**src/pkg/mgmt_irq_pkg.sv**
```systemverilog
/*
 * Constants for the management interrupt control and enable block: register
 * offset, field positions, reset value and interrupt timing.
 * Assumes a 20 MHz ref_clk standing in for the PCI clock and a simple
 * I/O register port supplied by the surrounding power management decoder.
 */
`default_nettype none

package mgmt_irq_pkg;

	// ========================================
	// Register map
	localparam logic [7:0]  CTRL_OFFSET     = 8'h30;
	localparam logic [31:0] CTRL_RESET      = 32'h0000_0000;
	localparam logic [31:0] CTRL_WRITE_MASK = 32'h0006_687E;

	// ========================================
	// Field positions
	localparam int BIT_GLOBAL_EN   = 0;
	localparam int BIT_END_FLAG    = 1;
	localparam int BIT_FW_TRAP     = 2;
	localparam int BIT_LEGACY_USB  = 3;
	localparam int BIT_SLEEP_TRAP  = 4;
	localparam int BIT_APM_CMD     = 5;
	localparam int BIT_SOFT_TIMER  = 6;
	localparam int BIT_FW_RELEASE  = 7;
	localparam int BIT_MICROCTL    = 11;
	localparam int BIT_WATCHDOG    = 13;
	localparam int BIT_PERIODIC    = 14;
	localparam int BIT_EHCI_LEGACY = 17;
	localparam int BIT_EHCI_VENDOR = 18;

	// ========================================
	// Microcontroller trap ports
	localparam logic [15:0] MICROCTL_PORT_A = 16'h0062;
	localparam logic [15:0] MICROCTL_PORT_B = 16'h0066;

	// ========================================
	// Timing
	localparam int CLK_PERIOD_NS   = 50;
	localparam int PCI_CLK_NS      = 30;
	localparam int DEASSERT_PCI    = 4;
	// Least time rounds up to whole ref_clk cycles.
	localparam int DEASSERT_CYCLES =
		(DEASSERT_PCI * PCI_CLK_NS + CLK_PERIOD_NS - 1) / CLK_PERIOD_NS;
	localparam int TIMER_W         = 16;

	typedef enum logic [1:0] {
		ARB_FIRST = 2'b00,
		ARB_READY = 2'b01,
		ARB_GAP   = 2'b10,
		ARB_ASSRT = 2'b11
	} arb_state_t;

endpackage

`default_nettype wire

```
**src/design/soft_irq_timer.sv**
```systemverilog
/*
 * One-shot software interrupt timer. Counts while enabled and pulses
 * expired once; dropping enable clears the count so a cancelled run
 * produces nothing. Assumes enable and rate from the same clock domain.
 */
`timescale 1ns/1ns
`default_nettype none

module soft_irq_timer (
	input  wire logic                                ref_clk,
	input  wire logic                                resetn,
	input  wire logic                                enable,
	input  wire logic [mgmt_irq_pkg::TIMER_W-1:0]    period,
	output logic                                     expired
);

	logic [mgmt_irq_pkg::TIMER_W-1:0] count_reg;
	logic                             done_reg;

	always_ff @(posedge ref_clk or negedge resetn) begin
		if (!resetn) begin
			count_reg <= '0;
			done_reg  <= 1'b0;
			expired   <= 1'b0;
		end else if (!enable) begin
			count_reg <= '0;
			done_reg  <= 1'b0;
			expired   <= 1'b0;
		end else if (!done_reg && count_reg >= period) begin
			done_reg  <= 1'b1;
			expired   <= 1'b1;
		end else begin
			expired   <= 1'b0;
			if (!done_reg) begin
				count_reg <= count_reg + 1'b1;
			end
		end
	end

endmodule // soft_irq_timer

`default_nettype wire

```
**src/design/mgmt_irq_arbiter.sv**
```systemverilog
/*
 * Management interrupt control and enable register with its arbiter.
 * Holds the 32-bit control register, gates each source, runs the
 * software timer and drives the active-low interrupt to the processor.
 * Assumes the power management decoder presents register accesses on
 * reg_* strobes and source events as same-clock pulses or levels.
 */
`timescale 1ns/1ns
`default_nettype none

module mgmt_irq_arbiter (
	input  wire logic        ref_clk,
	input  wire logic        resetn,
	input  wire logic        reg_wr,
	input  wire logic        reg_rd,
	input  wire logic [7:0]  reg_addr,
	input  wire logic [31:0] reg_wdata,
	output logic      [31:0] reg_rdata,
	input  wire logic        ehci_vendor_event,
	input  wire logic        ehci_legacy_event,
	input  wire logic        periodic_flag,
	input  wire logic        watchdog_event,
	input  wire logic        nmi_reroute_enable,
	input  wire logic        nmi_event,
	input  wire logic        io_wr,
	input  wire logic        io_rd,
	input  wire logic [15:0] io_addr,
	input  wire logic        apm_command_wr,
	input  wire logic        sleep_request_wr,
	input  wire logic        legacy_usb_event,
	input  wire logic        global_release_wr,
	input  wire logic [15:0] soft_timer_rate,
	input  wire logic        status_pending,
	output logic             io_claim,
	output logic             sleep_allow,
	output logic             acpi_sys_interrupt,
	output logic             soft_timer_flag,
	output logic             mgmt_interrupt_n
);

	// ========================================
	// Control register
	logic [31:0] ctrl_reg;
	logic        ctrl_wr;
	logic        end_clear;
	logic        timer_expired;

	assign ctrl_wr = reg_wr && (reg_addr == mgmt_irq_pkg::CTRL_OFFSET);

	always_ff @(posedge ref_clk or negedge resetn) begin
		if (!resetn) begin
			ctrl_reg <= mgmt_irq_pkg::CTRL_RESET;
		end else begin
			if (ctrl_wr) begin
				ctrl_reg <= reg_wdata & mgmt_irq_pkg::CTRL_WRITE_MASK;
				ctrl_reg[mgmt_irq_pkg::BIT_GLOBAL_EN] <= reg_wdata[mgmt_irq_pkg::BIT_GLOBAL_EN];
			end
			// auto clear end flag, hardware wins over a same-cycle write.
			if (end_clear) begin
				ctrl_reg[mgmt_irq_pkg::BIT_END_FLAG] <= 1'b0;
			end
		end
	end

	// release reads zero, masked out above.
	always_ff @(posedge ref_clk or negedge resetn) begin
		if (!resetn) begin
			reg_rdata <= '0;
		end else if (reg_rd && reg_addr == mgmt_irq_pkg::CTRL_OFFSET) begin
			reg_rdata <= ctrl_reg;
		end else begin
			reg_rdata <= '0;
		end
	end

	always_ff @(posedge ref_clk or negedge resetn) begin
		if (!resetn) begin
			acpi_sys_interrupt <= 1'b0;
		end else begin
			acpi_sys_interrupt <= ctrl_wr && reg_wdata[mgmt_irq_pkg::BIT_FW_RELEASE];
		end
	end

	// ========================================
	// Software timer
	// external rate.
	soft_irq_timer soft_irq_timer_i (
		.ref_clk (ref_clk),
		.resetn  (resetn),
		.enable  (ctrl_reg[mgmt_irq_pkg::BIT_SOFT_TIMER]),
		.period  (soft_timer_rate),
		.expired (timer_expired)
	);

	always_ff @(posedge ref_clk or negedge resetn) begin
		if (!resetn) begin
			soft_timer_flag <= 1'b0;
		end else if (timer_expired) begin
			soft_timer_flag <= 1'b1;
		end else if (!ctrl_reg[mgmt_irq_pkg::BIT_SOFT_TIMER]) begin
			soft_timer_flag <= 1'b0;
		end
	end

	// ========================================
	// Traps
	logic micro_hit;
	assign micro_hit = (io_wr || io_rd) &&
		(io_addr == mgmt_irq_pkg::MICROCTL_PORT_A || io_addr == mgmt_irq_pkg::MICROCTL_PORT_B);

	always_ff @(posedge ref_clk or negedge resetn) begin
		if (!resetn) begin
			io_claim <= 1'b0;
		end else begin
			io_claim <= micro_hit && ctrl_reg[mgmt_irq_pkg::BIT_MICROCTL];
		end
	end

	always_ff @(posedge ref_clk or negedge resetn) begin
		if (!resetn) begin
			sleep_allow <= 1'b0;
		end else begin
			sleep_allow <= sleep_request_wr && !ctrl_reg[mgmt_irq_pkg::BIT_SLEEP_TRAP];
		end
	end

	// ========================================
	// Request forming
	logic src_any;
	logic pending_reg;

	always_comb begin
		src_any = 1'b0;
		src_any |= ehci_vendor_event && ctrl_reg[mgmt_irq_pkg::BIT_EHCI_VENDOR];
		src_any |= ehci_legacy_event && ctrl_reg[mgmt_irq_pkg::BIT_EHCI_LEGACY];
		src_any |= periodic_flag && ctrl_reg[mgmt_irq_pkg::BIT_PERIODIC];
		src_any |= watchdog_event && ctrl_reg[mgmt_irq_pkg::BIT_WATCHDOG];
		src_any |= nmi_event && nmi_reroute_enable;
		src_any |= micro_hit && ctrl_reg[mgmt_irq_pkg::BIT_MICROCTL];
		src_any |= timer_expired;
		src_any |= apm_command_wr && ctrl_reg[mgmt_irq_pkg::BIT_APM_CMD];
		src_any |= sleep_request_wr && ctrl_reg[mgmt_irq_pkg::BIT_SLEEP_TRAP];
		src_any |= legacy_usb_event && ctrl_reg[mgmt_irq_pkg::BIT_LEGACY_USB];
		src_any |= global_release_wr && ctrl_reg[mgmt_irq_pkg::BIT_FW_TRAP];
		src_any &= ctrl_reg[mgmt_irq_pkg::BIT_GLOBAL_EN];
	end

	// Pulse sources are latched so none is lost while the arbiter waits.
	always_ff @(posedge ref_clk or negedge resetn) begin
		if (!resetn) begin
			pending_reg <= 1'b0;
		end else if (src_any) begin
			pending_reg <= 1'b1;
		end else if (end_clear || !ctrl_reg[mgmt_irq_pkg::BIT_GLOBAL_EN]) begin
			pending_reg <= 1'b0;
		end
	end

	// ========================================
	// Arbiter
	mgmt_irq_pkg::arb_state_t state_reg;
	logic [2:0]               gap_reg;
	logic                     want;

	assign want      = (pending_reg || status_pending) && ctrl_reg[mgmt_irq_pkg::BIT_GLOBAL_EN];
	assign end_clear = (state_reg == mgmt_irq_pkg::ARB_GAP) &&
		(gap_reg == 3'(mgmt_irq_pkg::DEASSERT_CYCLES - 1)) &&
		ctrl_reg[mgmt_irq_pkg::BIT_GLOBAL_EN];

	always_ff @(posedge ref_clk or negedge resetn) begin
		if (!resetn) begin
			state_reg        <= mgmt_irq_pkg::ARB_FIRST;
			gap_reg          <= '0;
			mgmt_interrupt_n <= 1'b1;
		end else begin
			case (state_reg)
				mgmt_irq_pkg::ARB_FIRST, mgmt_irq_pkg::ARB_READY: begin
					mgmt_interrupt_n <= 1'b1;
					gap_reg          <= '0;
					if (want && (state_reg == mgmt_irq_pkg::ARB_FIRST ||
						ctrl_reg[mgmt_irq_pkg::BIT_END_FLAG])) begin
						state_reg <= mgmt_irq_pkg::ARB_GAP;
					end
				end
				mgmt_irq_pkg::ARB_GAP: begin
					mgmt_interrupt_n <= 1'b1;
					// restart gap while disabled, so a full gap runs again after re-enable.
					if (ctrl_reg[mgmt_irq_pkg::BIT_GLOBAL_EN]) begin
						gap_reg <= gap_reg + 3'd1;
					end else begin
						gap_reg <= '0;
					end
					if (end_clear) begin
						mgmt_interrupt_n <= 1'b0;
						state_reg        <= mgmt_irq_pkg::ARB_ASSRT;
					end
				end
				mgmt_irq_pkg::ARB_ASSRT: begin
					// handler sets end flag to rearm.
					if (ctrl_reg[mgmt_irq_pkg::BIT_END_FLAG]) begin
						mgmt_interrupt_n <= 1'b1;
						state_reg        <= mgmt_irq_pkg::ARB_READY;
					end
				end
				default: begin
					state_reg        <= mgmt_irq_pkg::ARB_READY;
					mgmt_interrupt_n <= 1'b1;
				end
			endcase
		end
	end
endmodule // mgmt_irq_arbiter

`default_nettype wire

```
**config.mk**
```make
export PLATFORM = sky130hd
export DESIGN_NAME = mgmt_irq_arbiter
export DESIGN_NICKNAME = d
export VERILOG_FILES = /design/src/pkg/mgmt_irq_pkg.sv /design/src/design/soft_irq_timer.sv /design/src/design/mgmt_irq_arbiter.sv
export SDC_FILE = /design/constraint.sdc
export NUM_CORES = 1
export LEC_CHECK = 0
export BUFFER_PORTS_ARGS = -buffer_cell sky130_fd_sc_hd__buf_2
export CAP_MARGIN = 20
export CORE_MARGIN = 4
export CORE_UTILIZATION = 48
export DETAILED_ROUTE_END_ITERATION = 8
export PLACE_DENSITY_LB_ADDON = 0.05
export SYNTH_ARGS = -nofsm -noshare
export SYNTH_HDL_FRONTEND = slang
export SYNTH_SLANG_ARGS = --single-unit
```
**constraint.sdc**
```tcl
create_clock -name ref_clk -period 3.33 [get_ports ref_clk]
set_clock_uncertainty 0.15 [all_clocks]
set_input_delay 0.1665 -clock ref_clk [delete_from_list [all_inputs] [get_ports ref_clk]]
set_output_delay 0.1665 -clock ref_clk [all_outputs]
set_load 0.005 [all_outputs]
```
==> results.toml <==
[status]
outcome = "completed"

[placed_design]
placed_area_sq_um = 3440
place_inst = 455
port-buffer-count = 85
gp_routability_congestion = 0.770
dp_hpwl_um = 4970

[sta]
final-setup-viol-count = 0
period_minus_slack_ps = 2750
post-route-period-util = 0.825
max_slew_margin = 0.539
final_max_slew_viol_count = 0
final.setup.tns_ps = 0
worst_pin_slew_ps = 691
timing.fmax_ghz = 0.364
hold_viol = 0
rsz0062_at_grt = "false"

[floorplan]
die_h_um = 87.4
fp.dieW_um = 87.4
die_area_sq_um = 7630
io_pins = 126
start_util = 0.502
core_sq_um = 6030
rows = 28

[logic_synthesis]
synth_xor_area_frac = 0.00290
syn_area_per_cell_sq_um = 9.98
synth_top_family_by_area = "simple AND/OR/NAND/NOR gates"
synthTopCellsByCount = "dfrtp_1, inv_1, nand2_1, buf_4, ha_1"
syn_inst = 303
synth_warnings = 0
synth_top_area_cell = "dfrtp_1"
synth_area_sq_um = 3020
synthMuxAreaShare = 0.0708
ys.flop_type = "dfrtp_1"
yosysUniqueCellTypes = 52
synthAdderAreaFrac = 0.0786
yosys-top-cells-area = "dfrtp_1, ha_1, buf_4"
yosys_register_bits = 53
seq_area_frac_synth = 0.439
yosys.area_share.simple = 0.206
synthArstFlopShare = 1.00
synth_compound_area_frac = 0.109
synth_edf_count = 0
synth.most_common_cell = "dfrtp_1"
synth_top_area_frac = 0.430

[detailed_routing]
ant_nets = 0
finalWirelength_um = 6810
viasPerCell = 5.23
drc = 0
firstDrtPassIters = 4
dr.first_iter.drc_count = 157
wl_per_cell_um = 14.1
route.vias.total = 2526

[grt]
grt.total_usage = 0.185
grt_pass1_wl_um = 11400
antenna_found_initial = 0
grt_max_degree = 30
grt_pass1_vias = 2541
grt-ovfl-total = 0

[cts]
ctsResizeCount = 0
hold_buffers = 20
cts_root_buf = "clkbuf_8"
cts_sinks = 53
tritoncts = "built"
cts_buffers = 5
clk_latency_ps = 300
clockBufferDepth = 2
post_cts_buffers = 0
clk_pin_slew_ps = 100
htreeDepth = 2

[power_and_ir_drop]
p_leak_nw = 1.89
power.density_nw_per_um2 = 314
irDropWorstVdd_uv = 270

[finish]
final_cell_count_no_fill = 483
design_area_sq_um = 3740
drive_gt1_frac = 0.287
final_nets = 515
antenna_cells = 0
areaGrowthSynthToFinish_pct = 23.8
largest_reg_flops = 16

[worst_setup_path]
end_kind = "flip-flop"
cp.required_ps = 3400
cp_max_fo = 20
cp-start-kind = "flip-flop"
arrival_ps = 2820
worstSetupPathType = "reg -> reg"

[run]
cap_violations = 0

[worst_hold_path]
hp-class = "in -> reg"
[cells by family after synthesis]
| group | Yosys count |
|---|---|
| xor+xnor | 1 |
| fa+ha+maj | 19 |
| simple gates | 110 |
| mux | 20 |
| buf+inv | 53 |
| other cells | 1 |
| compound gates | 46 |
| flops | 53 |
[final cells by class]
class                      count  area [sq um]
multi-input combinational    216          1490
clock inverter                 1          5.00
fill                         502          2280
tap                           75          93.8
inverter                      24          90.1
timing repair buffer         107           641
clock buffer                   7          96.3
sequential                    53          1330
[layer usage]
| layer | share of wire | up-vias | routed length [um] | track usage |
|---|---|---|---|---|
| met5 | 0 | - | 0 | 0 |
| met4 | 0.0022 | 0 | 15 | 0.0293 |
| met3 | 0.062 | 2 | 421 | 0.0464 |
| met2 | 0.51 | 61 | 3480 | 0.310 |
| met1 | 0.43 | 1217 | 2890 | 0.246 |
| li1 | - | 1246 | - | - |
[critical path, stage by stage (launching register included)]
cell and delay [ps]:
dfrtp_1 420, inv_1 70, ha_1 260, nand2b_1 140, a2111oi_1 500, o32ai_2 220
buf_4 240, or4_1 510, a21oi_1 160
[cell usage in the layout (no fill, tap or decap), types with 8 or more instances in the layout]
cell / instances
dfrtp_1: 52
nand3_1: 8
and2_1: 12
dlygate4sd3_1: 20
nand2b_1: 10
buf_2: 85
nand2_1: 22
inv_1: 23
mux2i_1: 9
a21oi_1: 14
conb_1: 20
nor2_1: 16
ha_1: 19
mux2_2: 11
[final timing paths]
check	startpoint	to	slack (ps)	cells past startpoint
worst max-delay path	soft_irq_timer_i.count_reg[0]	soft_irq_timer_i.count_reg[15]	580	8
worst max register to register	soft_irq_timer_i.count_reg[0]	soft_irq_timer_i.count_reg[15]	580	8
max in group asynchronous	resetn	soft_irq_timer_i.count_reg[8]	1960	3
worst min-delay path	legacy_usb_event	pending_reg	70	4
worst min register to register	ctrl_reg[4]	sleep_allow	320	1
min in group asynchronous	resetn	soft_irq_timer_i.count_reg[13]	280	2
[stage by stage]
step            util  total power, W  hold slack, ps  setup WS (ps)
6_report       0.621         0.00117            70.4            583
5_1_grt        0.621         0.00123            88.6            352
4_1_cts        0.621         0.00118            66.7            582
3_5_place_dp   0.571        0.000773            90.8            658
3_3_place_gp   0.571        0.000771            84.9            631
2_1_floorplan      -        0.000729            -279            863
[where the power goes]
part / switching [W] / internal, W / total (W) / leakage, nW
Combinational: 0.0000518 / 0.0000624 / 0.000114 / 1.11
Clock: 0.000209 / 0.000189 / 0.000397 / 0.0542
Sequential: 0.0000106 / 0.000652 / 0.000662 / 0.727
Total: 0.000271 / 0.000903 / 0.00117 / 1.89
Note: power is estimated with default switching activity, not from simulation.
